File: config.mk
export PLATFORM = sky130hd
export DESIGN_NAME = gpm_pin_function_mux
export DESIGN_NICKNAME = d
export VERILOG_FILES = /design/src/hdl/gpm_pkg.sv /design/src/hdl/gpm_pin_function_mux.sv
export SDC_FILE = /design/constraint.sdc
export NUM_CORES = 1
export LEC_CHECK = 0
export ABC_CLOCK_PERIOD_IN_PS = 2100
export BUFFER_PORTS_ARGS = -buffer_cell sky130_fd_sc_hd__buf_2
export CAP_MARGIN = 20
export CORE_MARGIN = 4
export CORE_UTILIZATION = 50
export CTS_BUF_LIST = sky130_fd_sc_hd__clkbuf_4 sky130_fd_sc_hd__clkbuf_8
export DETAILED_ROUTE_END_ITERATION = 10
export GPL_ROUTABILITY_DRIVEN = 0
export HOLD_SLACK_MARGIN = 0.1
export PLACE_DENSITY = 0.88
export SYNTH_ARGS = -nofsm -noshare
export SYNTH_HDL_FRONTEND = slang
export SYNTH_SLANG_ARGS = --single-unit
File: constraint.sdc
create_clock -name sys_clk -period 2.1 [get_ports sys_clk]
set_clock_uncertainty 0.15 [all_clocks]
set_input_delay 0.42 -clock sys_clk [delete_from_list [all_inputs] [get_ports sys_clk]]
set_output_delay 0.42 -clock sys_clk [all_outputs]
set_load 0.03 [all_outputs]
File: src/hdl/gpm_pkg.sv
// How it works
// - scratchpad stores and returns any 8-bit value, affecting nothing else
// - input buffer mode field bits 4..1: high-Z, LVPECL, ac, termination
// - enabled input pin with code 0010 forces sleep, 0011 mutes outputs
// - code 0100 makes the pin raise a shared pulse-generator request
// - code 0101 issues a reseed request, 0110 a divider and FSM restart
// - code 1000 issues a slip request to slip-sensitive divider channels
// - one pin may serve as input function and output function together
// - output code field bits 6..2; 00000 alarm, 00001 serial readback
// - output code 00010 shows sync not done since reset
// - output code 00011 shows clock output phase status
// - output code 00100 sync request status, 00101 channel FSM busy
// - output codes 01010 and 01011 force logic 1 and logic 0
// - output code 11001 shows pulse-generator request status
// - output control bit 1 driver type, 0 open-drain; bit 0 enables
// - reseed taken only on rising edge while resync FSM state is 0010
// - mute silences output drivers while dividers keep running
// - level pulse mode 000 runs the generator while the request is high
package gpm_pkg;
  localparam int ADDR_W = 8;
  localparam int DATA_W = 8;
  // ****************************************
  // register offsets
  // ****************************************
  localparam logic [7:0] OFS_MODE_SPARE   = 8'h05;
  localparam logic [7:0] OFS_ALARM_CLEAR  = 8'h06;
  localparam logic [7:0] OFS_MISC_SPARE_A = 8'h07;
  localparam logic [7:0] OFS_SCRATCHPAD   = 8'h08;
  localparam logic [7:0] OFS_MISC_SPARE_B = 8'h09;
  localparam logic [7:0] OFS_CLK_INBUF    = 8'h0A;
  localparam logic [7:0] OFS_SYNC_INBUF   = 8'h0B;
  localparam logic [7:0] OFS_ALARM_STATUS = 8'h0C;
  localparam logic [7:0] OFS_IN_FN_CTRL   = 8'h46;
  localparam logic [7:0] OFS_OUT_FN_CTRL  = 8'h50;
  // ****************************************
  // field positions and reset values
  // ****************************************
  localparam int ALARM_CLR_BIT  = 0;
  localparam int INBUF_MSB      = 4;
  localparam int IN_FN_EN_BIT   = 0;
  localparam int IN_FN_CODE_LSB = 1;
  localparam int IN_FN_CODE_MSB = 4;
  localparam int OUT_EN_BIT     = 0;
  localparam int OUT_TYPE_BIT   = 1;
  localparam int OUT_CODE_LSB   = 2;
  localparam int OUT_CODE_MSB   = 6;
  localparam logic [7:0] RST_SCRATCHPAD = 8'h00;
  localparam logic [4:0] RST_INBUF      = 5'h00;
  localparam logic [4:0] RST_IN_FN      = 5'h00;
  localparam logic [6:0] RST_OUT_FN     = 7'h00;
  localparam logic [3:0] SYNC_FSM_DONE  = 4'h2;
  localparam logic [2:0] PGEN_MODE_LEVEL = 3'h0;
  // ****************************************
  // types
  // ****************************************
  typedef enum logic [3:0] {
    IN_SLEEP = 4'b0010, IN_MUTE = 4'b0011, IN_PULSE = 4'b0100,
    IN_RESEED = 4'b0101, IN_RESTART = 4'b0110, IN_SLIP = 4'b1000
  } gpm_in_fn_t;
  typedef enum logic [4:0] {
    OUT_ALARM = 5'b00000, OUT_READBACK = 5'b00001, OUT_NOT_SYNCED = 5'b00010,
    OUT_PHASE = 5'b00011, OUT_SYNC_REQ = 5'b00100, OUT_FSM_BUSY = 5'b00101,
    OUT_STATE0 = 5'b00110, OUT_STATE1 = 5'b00111, OUT_STATE2 = 5'b01000,
    OUT_STATE3 = 5'b01001, OUT_FORCE1 = 5'b01010, OUT_FORCE0 = 5'b01011,
    OUT_PGEN_REQ = 5'b11001
  } gpm_out_fn_t;
  typedef struct packed {
    logic hiZ;
    logic lvpecl;
    logic acCouple;
    logic term100;
    logic enable;
  } gpm_inbuf_t;
  typedef struct packed {
    logic       serialReadbackData;
    logic       notSyncedSinceReset;
    logic       phaseStatus;
    logic       syncReqStatus;
    logic       fsmBusy;
    logic [3:0] syncFsmState;
    logic       pulseGenReqStatus;
  } gpm_status_t;
  typedef struct packed {
    logic sleep;
    logic mute;
    logic pulseGen;
    logic reseed;
    logic restart;
    logic slip;
  } gpm_req_t;
endpackage : gpm_pkg

File: src/hdl/gpm_pin_function_mux.sv
module gpm_pin_function_mux #(
  parameter int ALARM_W = 4
) (
  input  wire logic                    sys_clk,
  input  wire logic                    rstn,
  input  wire logic [gpm_pkg::ADDR_W-1:0] regAddr,
  input  wire logic [gpm_pkg::DATA_W-1:0] regWrData,
  input  wire logic                    regWr,
  input  wire logic                    regRd,
  output logic      [gpm_pkg::DATA_W-1:0] regRdData,
  input  wire logic                    functionInputPin,
  output logic                         functionOutputPinO,
  output logic                         functionOutputPinOe,
  input  wire logic [ALARM_W-1:0]      alarmEvents,
  input  wire gpm_pkg::gpm_status_t    status,
  input  wire logic                    otherPulseGenReq,
  input  wire logic [2:0]              pulseGenMode,
  output gpm_pkg::gpm_req_t            request,
  output logic                         pulseGenLevelRun,
  output logic                         outputDriversMuted,
  output logic [ALARM_W-1:0]           alarmLatched,
  output gpm_pkg::gpm_inbuf_t          clkInBufCfg,
  output gpm_pkg::gpm_inbuf_t          syncInBufCfg
);
  import gpm_pkg::*;

  if (ALARM_W < 1 || ALARM_W > DATA_W)
  begin : g_bad_width
    $error("ALARM_W must be 1 to 8");
  end

  // ****************************************
  // register file
  // ****************************************
  logic [7:0]         scratch_q;
  gpm_inbuf_t         clkBuf_q;
  gpm_inbuf_t         syncBuf_q;
  logic [4:0]         inFn_q;
  logic [6:0]         outFn_q;
  logic [ALARM_W-1:0] alarm_q;
  logic               alarmClr;
  logic [7:0]         rdValue;

  function automatic logic hit(input logic [7:0] a, input logic [7:0] ofs);
    hit = (a == ofs);
  endfunction : hit

  assign alarmClr = regWr && hit(regAddr, OFS_ALARM_CLEAR) && regWrData[ALARM_CLR_BIT];

  always_ff @(posedge sys_clk or negedge rstn)
  begin
    if (!rstn)
      scratch_q <= RST_SCRATCHPAD;
    else if (regWr && hit(regAddr, OFS_SCRATCHPAD))
      scratch_q <= regWrData;
  end

  always_ff @(posedge sys_clk or negedge rstn)
  begin
    if (!rstn)
    begin
      clkBuf_q  <= RST_INBUF;
      syncBuf_q <= RST_INBUF;
    end
    else if (regWr && hit(regAddr, OFS_CLK_INBUF))
      clkBuf_q <= regWrData[INBUF_MSB:0];
    else if (regWr && hit(regAddr, OFS_SYNC_INBUF))
      syncBuf_q <= regWrData[INBUF_MSB:0];
  end

  // code changes while enabled are honoured but may glitch a request
  always_ff @(posedge sys_clk or negedge rstn)
  begin
    if (!rstn)
      inFn_q <= RST_IN_FN;
    else if (regWr && hit(regAddr, OFS_IN_FN_CTRL))
      inFn_q <= regWrData[IN_FN_CODE_MSB:0];
  end

  always_ff @(posedge sys_clk or negedge rstn)
  begin
    if (!rstn)
      outFn_q <= RST_OUT_FN;
    else if (regWr && hit(regAddr, OFS_OUT_FN_CTRL))
      outFn_q <= regWrData[OUT_CODE_MSB:0];
  end

  // new events win over a clear in the same cycle
  always_ff @(posedge sys_clk or negedge rstn)
  begin
    if (!rstn)
      alarm_q <= '0;
    else
      alarm_q <= (alarm_q & ~{ALARM_W{alarmClr}}) | alarmEvents;
  end

  // spares and alarm_clear read as zero
  always_comb
  begin
    rdValue = 8'h00;
    case (regAddr)
      OFS_SCRATCHPAD:   rdValue = scratch_q;
      OFS_CLK_INBUF:    rdValue = {3'b000, clkBuf_q};
      OFS_SYNC_INBUF:   rdValue = {3'b000, syncBuf_q};
      OFS_ALARM_STATUS: rdValue = 8'(alarm_q);
      OFS_IN_FN_CTRL:   rdValue = {3'b000, inFn_q};
      OFS_OUT_FN_CTRL:  rdValue = {1'b0, outFn_q};
      default:          rdValue = 8'h00;
    endcase
  end

  always_ff @(posedge sys_clk or negedge rstn)
  begin
    if (!rstn)
      regRdData <= 8'h00;
    else if (regRd)
      regRdData <= rdValue;
    else
      regRdData <= 8'h00;
  end

  assign alarmLatched = alarm_q;
  assign clkInBufCfg  = clkBuf_q;
  assign syncInBufCfg = syncBuf_q;

  // ****************************************
  // input pin functions
  // ****************************************
  logic       inEn;
  logic [3:0] inCode;
  gpm_req_t   lvl;
  gpm_req_t   lvlPrev_q;
  gpm_req_t   req_q;
  logic       pgenAll;

  assign inEn   = inFn_q[IN_FN_EN_BIT];
  assign inCode = inFn_q[IN_FN_CODE_MSB:IN_FN_CODE_LSB];

  function automatic logic inSel(input logic en, input logic [3:0] c,
                                 input gpm_in_fn_t f, input logic pin);
    inSel = en && (c == f) && pin;
  endfunction : inSel

  // reserved codes select nothing
  always_comb
  begin
    lvl.sleep    = inSel(inEn, inCode, IN_SLEEP, functionInputPin);
    lvl.mute     = inSel(inEn, inCode, IN_MUTE, functionInputPin);
    lvl.pulseGen = inSel(inEn, inCode, IN_PULSE, functionInputPin);
    lvl.reseed   = inSel(inEn, inCode, IN_RESEED, functionInputPin);
    lvl.restart  = inSel(inEn, inCode, IN_RESTART, functionInputPin);
    lvl.slip     = inSel(inEn, inCode, IN_SLIP, functionInputPin);
  end

  always_ff @(posedge sys_clk or negedge rstn)
  begin
    if (!rstn)
      lvlPrev_q <= '0;
    else
      lvlPrev_q <= lvl;
  end

  // levels pass as levels, edge-triggered requests become one-cycle pulses
  always_ff @(posedge sys_clk or negedge rstn)
  begin
    if (!rstn)
      req_q <= '0;
    else
    begin
      req_q.sleep    <= lvl.sleep;
      req_q.mute     <= lvl.mute;
      req_q.pulseGen <= pgenAll;
      req_q.reseed   <= lvl.reseed && !lvlPrev_q.reseed
                        && (status.syncFsmState == SYNC_FSM_DONE);
      req_q.restart  <= lvl.restart && !lvlPrev_q.restart;
      req_q.slip     <= lvl.slip && !lvlPrev_q.slip;
    end
  end

  assign pgenAll = lvl.pulseGen || otherPulseGenReq;

  // mute only gates drivers, no divider reset is issued
  always_ff @(posedge sys_clk or negedge rstn)
  begin
    if (!rstn)
      outputDriversMuted <= 1'b0;
    else
      outputDriversMuted <= lvl.mute;
  end

  always_ff @(posedge sys_clk or negedge rstn)
  begin
    if (!rstn)
      pulseGenLevelRun <= 1'b0;
    else
      pulseGenLevelRun <= (pulseGenMode == PGEN_MODE_LEVEL) && pgenAll;
  end

  assign request = req_q;

  // ****************************************
  // output pin function
  // ****************************************
  logic [4:0] outCode;
  logic       outVal;
  logic       outO_q;
  logic       outOe_q;

  assign outCode = outFn_q[OUT_CODE_MSB:OUT_CODE_LSB];

  always_comb
  begin
    case (outCode)
      OUT_ALARM:      outVal = |alarm_q;
      OUT_READBACK:   outVal = status.serialReadbackData;
      OUT_NOT_SYNCED: outVal = status.notSyncedSinceReset;
      OUT_PHASE:      outVal = status.phaseStatus;
      OUT_SYNC_REQ:   outVal = status.syncReqStatus;
      OUT_FSM_BUSY:   outVal = status.fsmBusy;
      OUT_STATE0:     outVal = status.syncFsmState[0];
      OUT_STATE1:     outVal = status.syncFsmState[1];
      OUT_STATE2:     outVal = status.syncFsmState[2];
      OUT_STATE3:     outVal = status.syncFsmState[3];
      OUT_FORCE1:     outVal = 1'b1;
      OUT_FORCE0:     outVal = 1'b0;
      OUT_PGEN_REQ:   outVal = status.pulseGenReqStatus;
      default:        outVal = 1'b0;
    endcase
  end

  // independent of the input side, so both may be active at once
  always_ff @(posedge sys_clk or negedge rstn)
  begin
    if (!rstn)
    begin
      outO_q  <= 1'b0;
      outOe_q <= 1'b0;
    end
    else if (outFn_q[OUT_TYPE_BIT])
    begin
      outO_q  <= outVal;
      outOe_q <= outFn_q[OUT_EN_BIT];
    end
    else
    begin
      outO_q  <= 1'b0;
      outOe_q <= outFn_q[OUT_EN_BIT] && !outVal;
    end
  end

  assign functionOutputPinO  = outO_q;
  assign functionOutputPinOe = outOe_q;
endmodule : gpm_pin_function_mux

## After elaboration in Yosys (flattened, before gate mapping)

Index checks and enable logic that the tools add are counted.

- Output and inout port bits: 32
- Logic and storage cells: 95
- Input port bits: 39
- Register bits after elaboration: 54

- Eq/ne operators: 25
- Bitwise operators: 4
- Reductions and logical operators: 34
- Mux-type cells: 5

Operators with widths:

| cell | count |
|---|---|
| $pmux W8 S6 | 1 |
| $eq A8 B4 Y1 const B | 4 |
| $logic_and A1 B1 Y1 | 25 |
| $eq A5 B3 Y1 const B | 4 |
| $eq A8 B7 Y1 const B | 2 |
| $eq A5 B4 Y1 const B | 3 |
| $eq A4 B2 Y1 const B | 3 |
| $eq A4 B3 Y1 const B | 3 |
| $pmux W1 S12 | 1 |
| $eq A5 B2 Y1 const B | 2 |
| $eq A8 B3 Y1 const B | 1 |
| $mux W8 | 1 |
| $eq A5 B1 Y1 const B | 1 |
| $eq A5 B5 Y1 const B | 1 |
| $logic_not A5 Y1 | 1 |
| $and A4 B4 Y4 | 1 |
| $eq A4 B4 Y1 const B | 1 |
| $logic_not A1 Y1 | 4 |
| $not A4 Y4 | 1 |
| $or A4 B4 Y4 | 1 |
| $reduce_or A4 Y1 | 1 |
| $logic_not A3 Y1 | 1 |
| $mux W1 | 2 |
| $reduce_and A2 Y1 | 1 |
| other kinds (2) | 2 |

## Logic depth before layout (Yosys ltp)

Gate-level depths: netlist (run 1).

- Depth after elaboration: 6
- Depth in mapped cells: 7
- Gate-level depth less buffers: 5

## Least setup slack after synthesis (run 1)

No wires, ideal clock.

- Path type: input to register
- Start: input regAddr[0] in the netlist's numbering
- End: register outFn_q[1]
- Setup slack: 240 ps
- Stages: 4
- Data arrival time: 1583 ps
- Required time: 1822 ps
- Setup time: 128 ps
- Path buffers: 1
- Cell sequence: buf_2 -> nor4_4 -> nand3_4 -> mux2_1

- Longest elaborated chain between the ends: 2

Ends and longest elaborated chain:

| what | line | RTL |
|---|---|---|
| start: declaration | gpm_pin_function_mux.sv:6 | `input wire logic [gpm_pkg::ADDR_W-1:0] regAddr,` |
| $eq A8 B7 Y1 | gpm_pin_function_mux.sv:45 | `hit = (a == ofs);` |
| $logic_and A1 B1 Y1 | gpm_pin_function_mux.sv:84 | `else if (regWr && hit(regAddr, OFS_OUT_FN_CTRL))` |
| end signal: assignment | gpm_pin_function_mux.sv:85 | `outFn_q <= regWrData[OUT_CODE_MSB:0];` |
| end: declaration | gpm_pin_function_mux.sv:39 | `logic [6:0] outFn_q;` |

Every way passes these cells.
A chain may end at the register's enable or synchronous reset.

## Worst setup path in the final report (run 1)

- Start: register inFn_q[4]
- End: register pulseGenLevelRun

- Longest elaborated chain between the ends: 5

Ends and longest elaborated chain:

| what | line | RTL |
|---|---|---|
| start: declaration | gpm_pin_function_mux.sv:38 | `logic [4:0] inFn_q;` |
| start signal: assignment | gpm_pin_function_mux.sv:77 | `inFn_q <= regWrData[IN_FN_CODE_MSB:0];` |
| $eq A4 B3 Y1 | gpm_pin_function_mux.sv:141 | `inSel = en && (c == f) && pin;` |
| $logic_and A1 B1 Y1 (2 in series) | gpm_pin_function_mux.sv:141 |  |
| $logic_or A1 B1 Y1 | gpm_pin_function_mux.sv:180 | `assign pgenAll = lvl.pulseGen \|\| otherPulseGenReq;` |
| net pgenAll | gpm_pin_function_mux.sv:134 | `logic pgenAll;` |
| $logic_and A1 B1 Y1 | gpm_pin_function_mux.sv:196 | `pulseGenLevelRun <= (pulseGenMode == PGEN_MODE_LEVEL) && pgenAll;` |
| end signal: assignment | gpm_pin_function_mux.sv:196 |  |
| end: declaration | gpm_pin_function_mux.sv:19 | `output logic pulseGenLevelRun,` |

The timed path passes the listed nets, and every way through them passes these cells.

==> results of run 1 <==
==> cell families (layout without fill, tap and decap cells) <==
family	count (synthesis)	after routing	synth area share
compound gates	31	31	0.0920
buf+inv	8	93	0.0152
mux	38	38	0.175
simple gates	61	61	0.189
flops	54	54	0.529
==> how the worst max path moves through the flow <==
stage | from | endpoint | slack (ns)
detailed placement | regAddr[5] | clkInBufCfg[2]$_DFFE_PN0P_ | -0.02
floorplan | regAddr[0] | outFn_q[1]$_DFFE_PN0P_ | 0.24
global placement | regAddr[5] | clkInBufCfg[1]$_DFFE_PN0P_ | 0.05
finish | inFn_q[4]$_DFFE_PN0P_ | pulseGenLevelRun$_DFF_PN0_ | 0.18
CTS | inFn_q[4]$_DFFE_PN0P_ | pulseGenLevelRun$_DFF_PN0_ | 0.11
global route | inFn_q[4]$_DFFE_PN0P_ | pulseGenLevelRun$_DFF_PN0_ | -0.003
==> cell usage after synthesis, types with 2 or more instances <==
cell type and n:
o21ai_0 7, nor3_1 5, mux2i_1 8, a222oi_1 4, nor2b_1 11, a21o_1 4
nand3_1 5, dfrtp_1 54, nand4_1 2, nand2_1 3, mux2_4 8, and3_1 3
a211oi_1 2, nor4_4 5, nand2_4 2, a22o_1 5, nor4b_1 2, mux2_2 2
nand2b_1 2, nor3b_1 2, buf_2 4, nor2_1 8, inv_1 2, mux2_1 20
a32oi_1 2
==> where the power goes <==
group	internal [mW]	total, mW	leakage, nW	switching, mW
Sequential	1.07	1.10	0.725	0.0320
Combinational	0.0977	0.232	0.838	0.135
Clock	0.235	0.571	0.0441	0.336
==> repair_timing <==
action                                  in CTS  in global routing
endpoints found under the hold margin       55                  0
gates resized for setup                      0                  1
endpoints found under the setup margin       0                  1
hold buffers                                 3                  0
==> area by class of cell <==
type	instances	area (um^2)	share of cell area
sequential	54	1350	0.426
multi-input combinational	130	1170	0.369
timing repair buffer	83	468	0.148
tap	67	83.8	0.0264
clock buffer	5	68.8	0.0217
clock inverter	3	21.3	0.00671
inverter	2	7.51	0.00237
==> per-layer routing <==
| metal | global-route usage | wire length [um] | up-vias |
|---|---|---|---|
| met5 | 0 | 0 | - |
| met4 | 0.0550 | 63 | 0 |
| met3 | 0.0372 | 328 | 6 |
| met2 | 0.350 | 3120 | 67 |
| met1 | 0.276 | 2650 | 986 |
| li1 | - | - | 891 |
==> through the flow <==
stage / setup TNS, ns / utilization / hold WS (ns) / total power, mW
final: 0 / 0.654 / 0.129 / 1.90
after global routing: -0.00293 / 0.654 / 0.127 / 1.99
after CTS: 0 / 0.653 / 0.123 / 1.92
after detailed placement: -0.0555 / 0.628 / 0.232 / 1.35
after global placement: 0 / 0.628 / 0.231 / 1.34
after floorplan: 0 / - / -0.0256 / 1.22
==> flip-flops by register name, summed over array words and instances (netlist names), 3 cells and up <==
signal,flops
clkInBufCfg,5
scratch_q,8
alarmLatched,4
lvlPrev_q,3
syncInBufCfg,5
regRdData,8
request,5
outFn_q,7
inFn_q,5
==> impl_results.md, run 1 <==
* Leading area contributor after synthesis: dfrtp_1
* Die W at 79.5 um
* Hold endpoint: request[2]$_DFF_PN0_
* Initial core utilization at 0.527
* Critical path endpoint category: flip-flop
* CP max stage delay at between 0.5 and 0.6 ns
* Worst reg2reg endpoint: pulseGenLevelRun$_DFF_PN0_
* Setup Crit Path Kind: reg -> reg
* Power density cells at roughly 600 mW/mm^2
* Postcts setup bufs at 0
* Register-to-Register Path Depth at 4
* Post-Route WL at 6160 um
* Nets at 315
* Ys async rst share at 1.00
* Syn_area_per_cell at about 13 um^2
* FF-to-FF setup slack at 0.18 ns
* Post-DP HPWL at roughly 4800 um
* Time the worst path needs with I/O delays and setup at about 1.9 ns
* Routed WL per cell at 17.9 um
* Worst-case clock buffer depth at 2
* Most common cell after layout, fill and taps aside: buf_2
* CTS tree: built
* Max cap viols at 0
* Area of the mapped netlist at approximately 0.0026 mm^2
* Die area at 0.00632 mm^2
* Vias/cell at 5.67
* Slew Viols, Final at 0
* Commonest cells after routing, fill and taps aside: buf_2 (70), dfrtp_1 (54), mux2_1 (20)
* # DRC at 0
* # setup viols final at 0
* P&R area growth vs syn at 24.1%
* Hold Startpoint: status[4]
* Startpoint type of the worst setup path: flip-flop
* CTS clk-pin slew, worst paths at 0.10 ns
* Final hold viol count at 0
* Initial DRC count at about 160
* Max Fclk at between 500 and 600 MHz
* Clock sinks at 54
* Worst R2R Start: inFn_q[4]$_DFFE_PN0P_
* Synth Net Count at about 230
* Synth area leaders: dfrtp_1 (53%), mux2_1 (8.8%), mux2_4 (4.7%), nor4_4 (4.2%), mux2i_1 (3.1%)
* Htree depth at 2
* Hold Path Depth at 2
* Via count at just under 2000
* CTS buffer count at 5
* Slowest CP cell: dlygate4sd3_1
* Pre-CTS setup slack at -0.0228 ns
* Cell chosen for the clock root: clkbuf_8
* Core footprint at between 0.004 and 0.005 mm^2
* Die Ht at 79.5 um
* Max-slew headroom at 0.678
* Placed cells at about 330
* Io pins at 71
* Least-Margin Pin Slew at around 0.48 ns
* Clock Latency Late Sink at ~0.31 ns
* Synth top area share at 0.529
* Crit Path Max Fanout at 5
* Antenna violations before repair at 0
* Ys Warns at 0
* Sequential area share after synthesis at 0.529
* WP data arrival at ~2.0 ns
* Outcome: finished clean
* Instance area after placement at between 0.003 and 0.004 mm^2
* Top delay family on crit path: buffers and inverters
* Final period utilization at 0.915
* Placement row count at 25
* Cells after Synth at around 190
* Max VDD drop at 0.337 mV
* Largest net degree at the start of global routing at 55
* Vias in the first global route at roughly 2000
* Yosys reg bits at 54
* Gr ovfl total at 0
* Final std cells w/o fill at 344
* Number of cells on the critical path at 4
* Primary FF master, synth: dfrtp_1
* Critical path cell sequence: nor3_2 > a31o_2 > nor4b_1 > dlygate4sd3_1
* Ant. Diodes at 0
* P_leak at around 1.6 nW
* Fillers at about 360
* Netlist cell types at between 40 and 50
* EDFF count, synth at 0
* Hold Path Class: in -> reg
* Post-route cell area at 0.00317 mm^2
* Antenna viol nets, final at 0
* Data required, critical path at 2.20 ns
* Layout cell share with drive strength beyond 1 at 0.419
* First-pass DRT Iterations at 4
* CP bufs+invs at 1
* I/O Buffers at 70
* First-pass GRT wire length at about 10000 um
* GR Util All Layers at 0.208
* Worst Setup Slack, final at 0.178 ns
(Power assumes the default switching activity.)
==> run 2, diff against run 1 <==
--- a/config.mk
+++ b/config.mk
@@ -14,7 +14,7 @@
 export DETAILED_ROUTE_END_ITERATION = 10
 export GPL_ROUTABILITY_DRIVEN = 0
 export HOLD_SLACK_MARGIN = 0.1
-export PLACE_DENSITY = 0.88
+export PLACE_DENSITY_LB_ADDON = 0.1
 export SYNTH_ARGS = -nofsm -noshare
 export SYNTH_HDL_FRONTEND = slang
 export SYNTH_SLANG_ARGS = --single-unit
==> run 2 against run 1 <==
Combinational power is 3% lower. Hold slack worse by 0.024 ns. Count of clock-buffer cells in the layout stayed put. Via count is 5.8% lower. Global-route usage is 1.9 points lower. Die area stayed put. Power is 0.83% lower. Cell count is 0.87% lower. Clock power is 0.9% lower. Maximum frequency is 11% higher. Critical path type is now in -> reg. Critical endpoint is now clkInBufCfg[1]$_DFFE_PN0P_. Largest cell class unchanged.
==> impl_results.md, run 2 (synthesized netlist as in run 1, its figures left out) <==
* Outcome: finished clean
* Clock sinks at 54
* Antenna viol nets, final at 0
* I/O Buffers at 70
* Max VDD drop at between 0.4 and 0.5 mV
* Largest regs: regRdData (8), scratch_q (8), outFn_q (7)
* Most common cell after layout, fill and taps aside: buf_2
* Power density cells at between 600 and 700 mW/mm^2
* FF-to-FF setup slack at 0.41 ns
* Nets at 313
* Initial DRC count at 110
* Cts repair resizes at 0
* Cell chosen for the clock root: clkbuf_8
* Core footprint at between 0.004 and 0.005 mm^2
* WP data arrival at ~1.8 ns
* Largest net degree at the start of global routing at 43
* Worst R2R Start: outFn_q[2]$_DFFE_PN0P_
* Io pins at a little over 70
* Time the worst path needs with I/O delays and setup at about 1.7 ns
* Commonest cells after routing, fill and taps aside: buf_2 (70), dfrtp_1 (54), mux2_1 (20)
* Routed WL per cell at ~17 um
* Placement row count at 25
* Max Fclk at 578 MHz
* Via count at 1836
* CTS hold repair buffers at 1
* Vias/cell at 5.38
* Hold endpoint: pulseGenLevelRun$_DFF_PN0_
* First-pass DRT Iterations at 5
* Initial core utilization at 0.527
* Critical path endpoint category: flip-flop
* Die area at 0.00632 mm^2
* Layout cell share with drive strength beyond 1 at 0.416
* Final period utilization at 0.824
* Slew Viols, Final at 0
* Startpoint type of the worst setup path: input port
* Die W at just under 80 um
* Worst-case clock buffer depth at 2
* Sw power at between 0.4 and 0.5 mW
* Clock Latency Late Sink at between 0.3 and 0.4 ns
* Antenna violations before repair at 0
* Least-Margin Pin Slew at 0.543 ns
* Data required, critical path at 2.15 ns
* Clock power frac at 0.299
* Final hold viol count at 0
* Flop pwr share at 0.582
* Die Ht at between 70 and 80 um
* Ant. Diodes at 0
* Sw Share at 0.263
* Final Util at 0.648
* Crit Path Max Fanout at 5
* Setup Crit Path Kind: in -> reg
* Gr ovfl total at 0
* Postcts setup bufs at 0
* Logic pwr share at 0.119
* Post-DP HPWL at around 4400 um
* RSZ-0062 raised after global routing: false
* Cell-internal power at around 1.4 mW
* CTS buffer count at 5
* Hold Path Depth at 2
* Htree depth at 2
* Hold Path Class: in -> reg
* First-pass GRT wire length at about 9200 um
* CTS clk-pin slew, worst paths at ~0.1 ns
* # DRC at 0
* Post-Route WL at between 5000 and 6000 um
* Hold Startpoint: pulseGenMode[2]
* Max-slew headroom at 0.635
* Vias in the first global route at 1860
* # setup viols final at 0
* P_leak at between 1.5 and 2 nW
* Register-to-Register Path Depth at 5
* Max cap viols at 0
* GR Util All Layers at 0.189
* Setup TNS at 0 ns
* CTS tree: built
* P&R area growth vs syn at 22.9%
* Worst reg2reg endpoint: functionOutputPinOe$_DFF_PN0_
run 2: area by class of cell:
class,count,area (um^2)
inverter,2,7.51
multi-input combinational,130,1170
sequential,54,1350
clock inverter,2,15.0
clock buffer,5,68.8
timing repair buffer,81,448
fill,388,1710
tap,67,83.8
run 2: critical path, cell delays in order:
cell and delay, ns:
buf_2 0.13, nor4_4 0.34, nand2_4 0.14, nor4_4 0.23
buf_4 0.19, mux2_1 0.32
run 2: worst max-delay path by stage:
stage,startpoint,end
after floorplan,regAddr[0],outFn_q[1]$_DFFE_PN0P_
after global placement,regAddr[5],clkInBufCfg[1]$_DFFE_PN0P_
after detailed placement,regAddr[5],clkInBufCfg[4]$_DFFE_PN0P_
after CTS,regAddr[5],clkInBufCfg[4]$_DFFE_PN0P_
after global routing,outFn_q[2]$_DFFE_PN0P_,functionOutputPinOe$_DFF_PN0_
final,regAddr[5],clkInBufCfg[1]$_DFFE_PN0P_
run 2: stage by stage:
| stage | instance area (um^2) | hold slack (ns) | power [mW] | worst slack, ns | instances |
|---|---|---|---|---|---|
| after floorplan | 2560 | -0.0256 | 1.22 | 0.240 | 192 |
| after global placement | 3050 | 0.176 | 1.34 | 0.0631 | 333 |
| after detailed placement | 3050 | 0.177 | 1.35 | 0.0254 | 333 |
| after CTS | 3140 | 0.101 | 1.91 | 0.351 | 341 |
| after global routing | 3140 | 0.101 | 1.97 | 0.211 | 341 |
| final | 3140 | 0.105 | 1.89 | 0.369 | 341 |
run 2: power by group through the flow:
stage | clock, mW | combinational, mW | sequential, mW
floorplan | 0 | 0.0886 | 1.13
detailed placement | 0 | 0.225 | 1.12
CTS | 0.580 | 0.228 | 1.10
global placement | 0 | 0.222 | 1.12
finish | 0.566 | 0.224 | 1.10
global route | 0.622 | 0.246 | 1.10
run 2: routing by layer:
layer	global-route usage	vias to the layer above	wire length, um
li1	-	884	-
met1	0.269	899	2550
met2	0.296	47	2710
met3	0.0361	6	320
met4	0.0515	0	63
met5	0	-	0
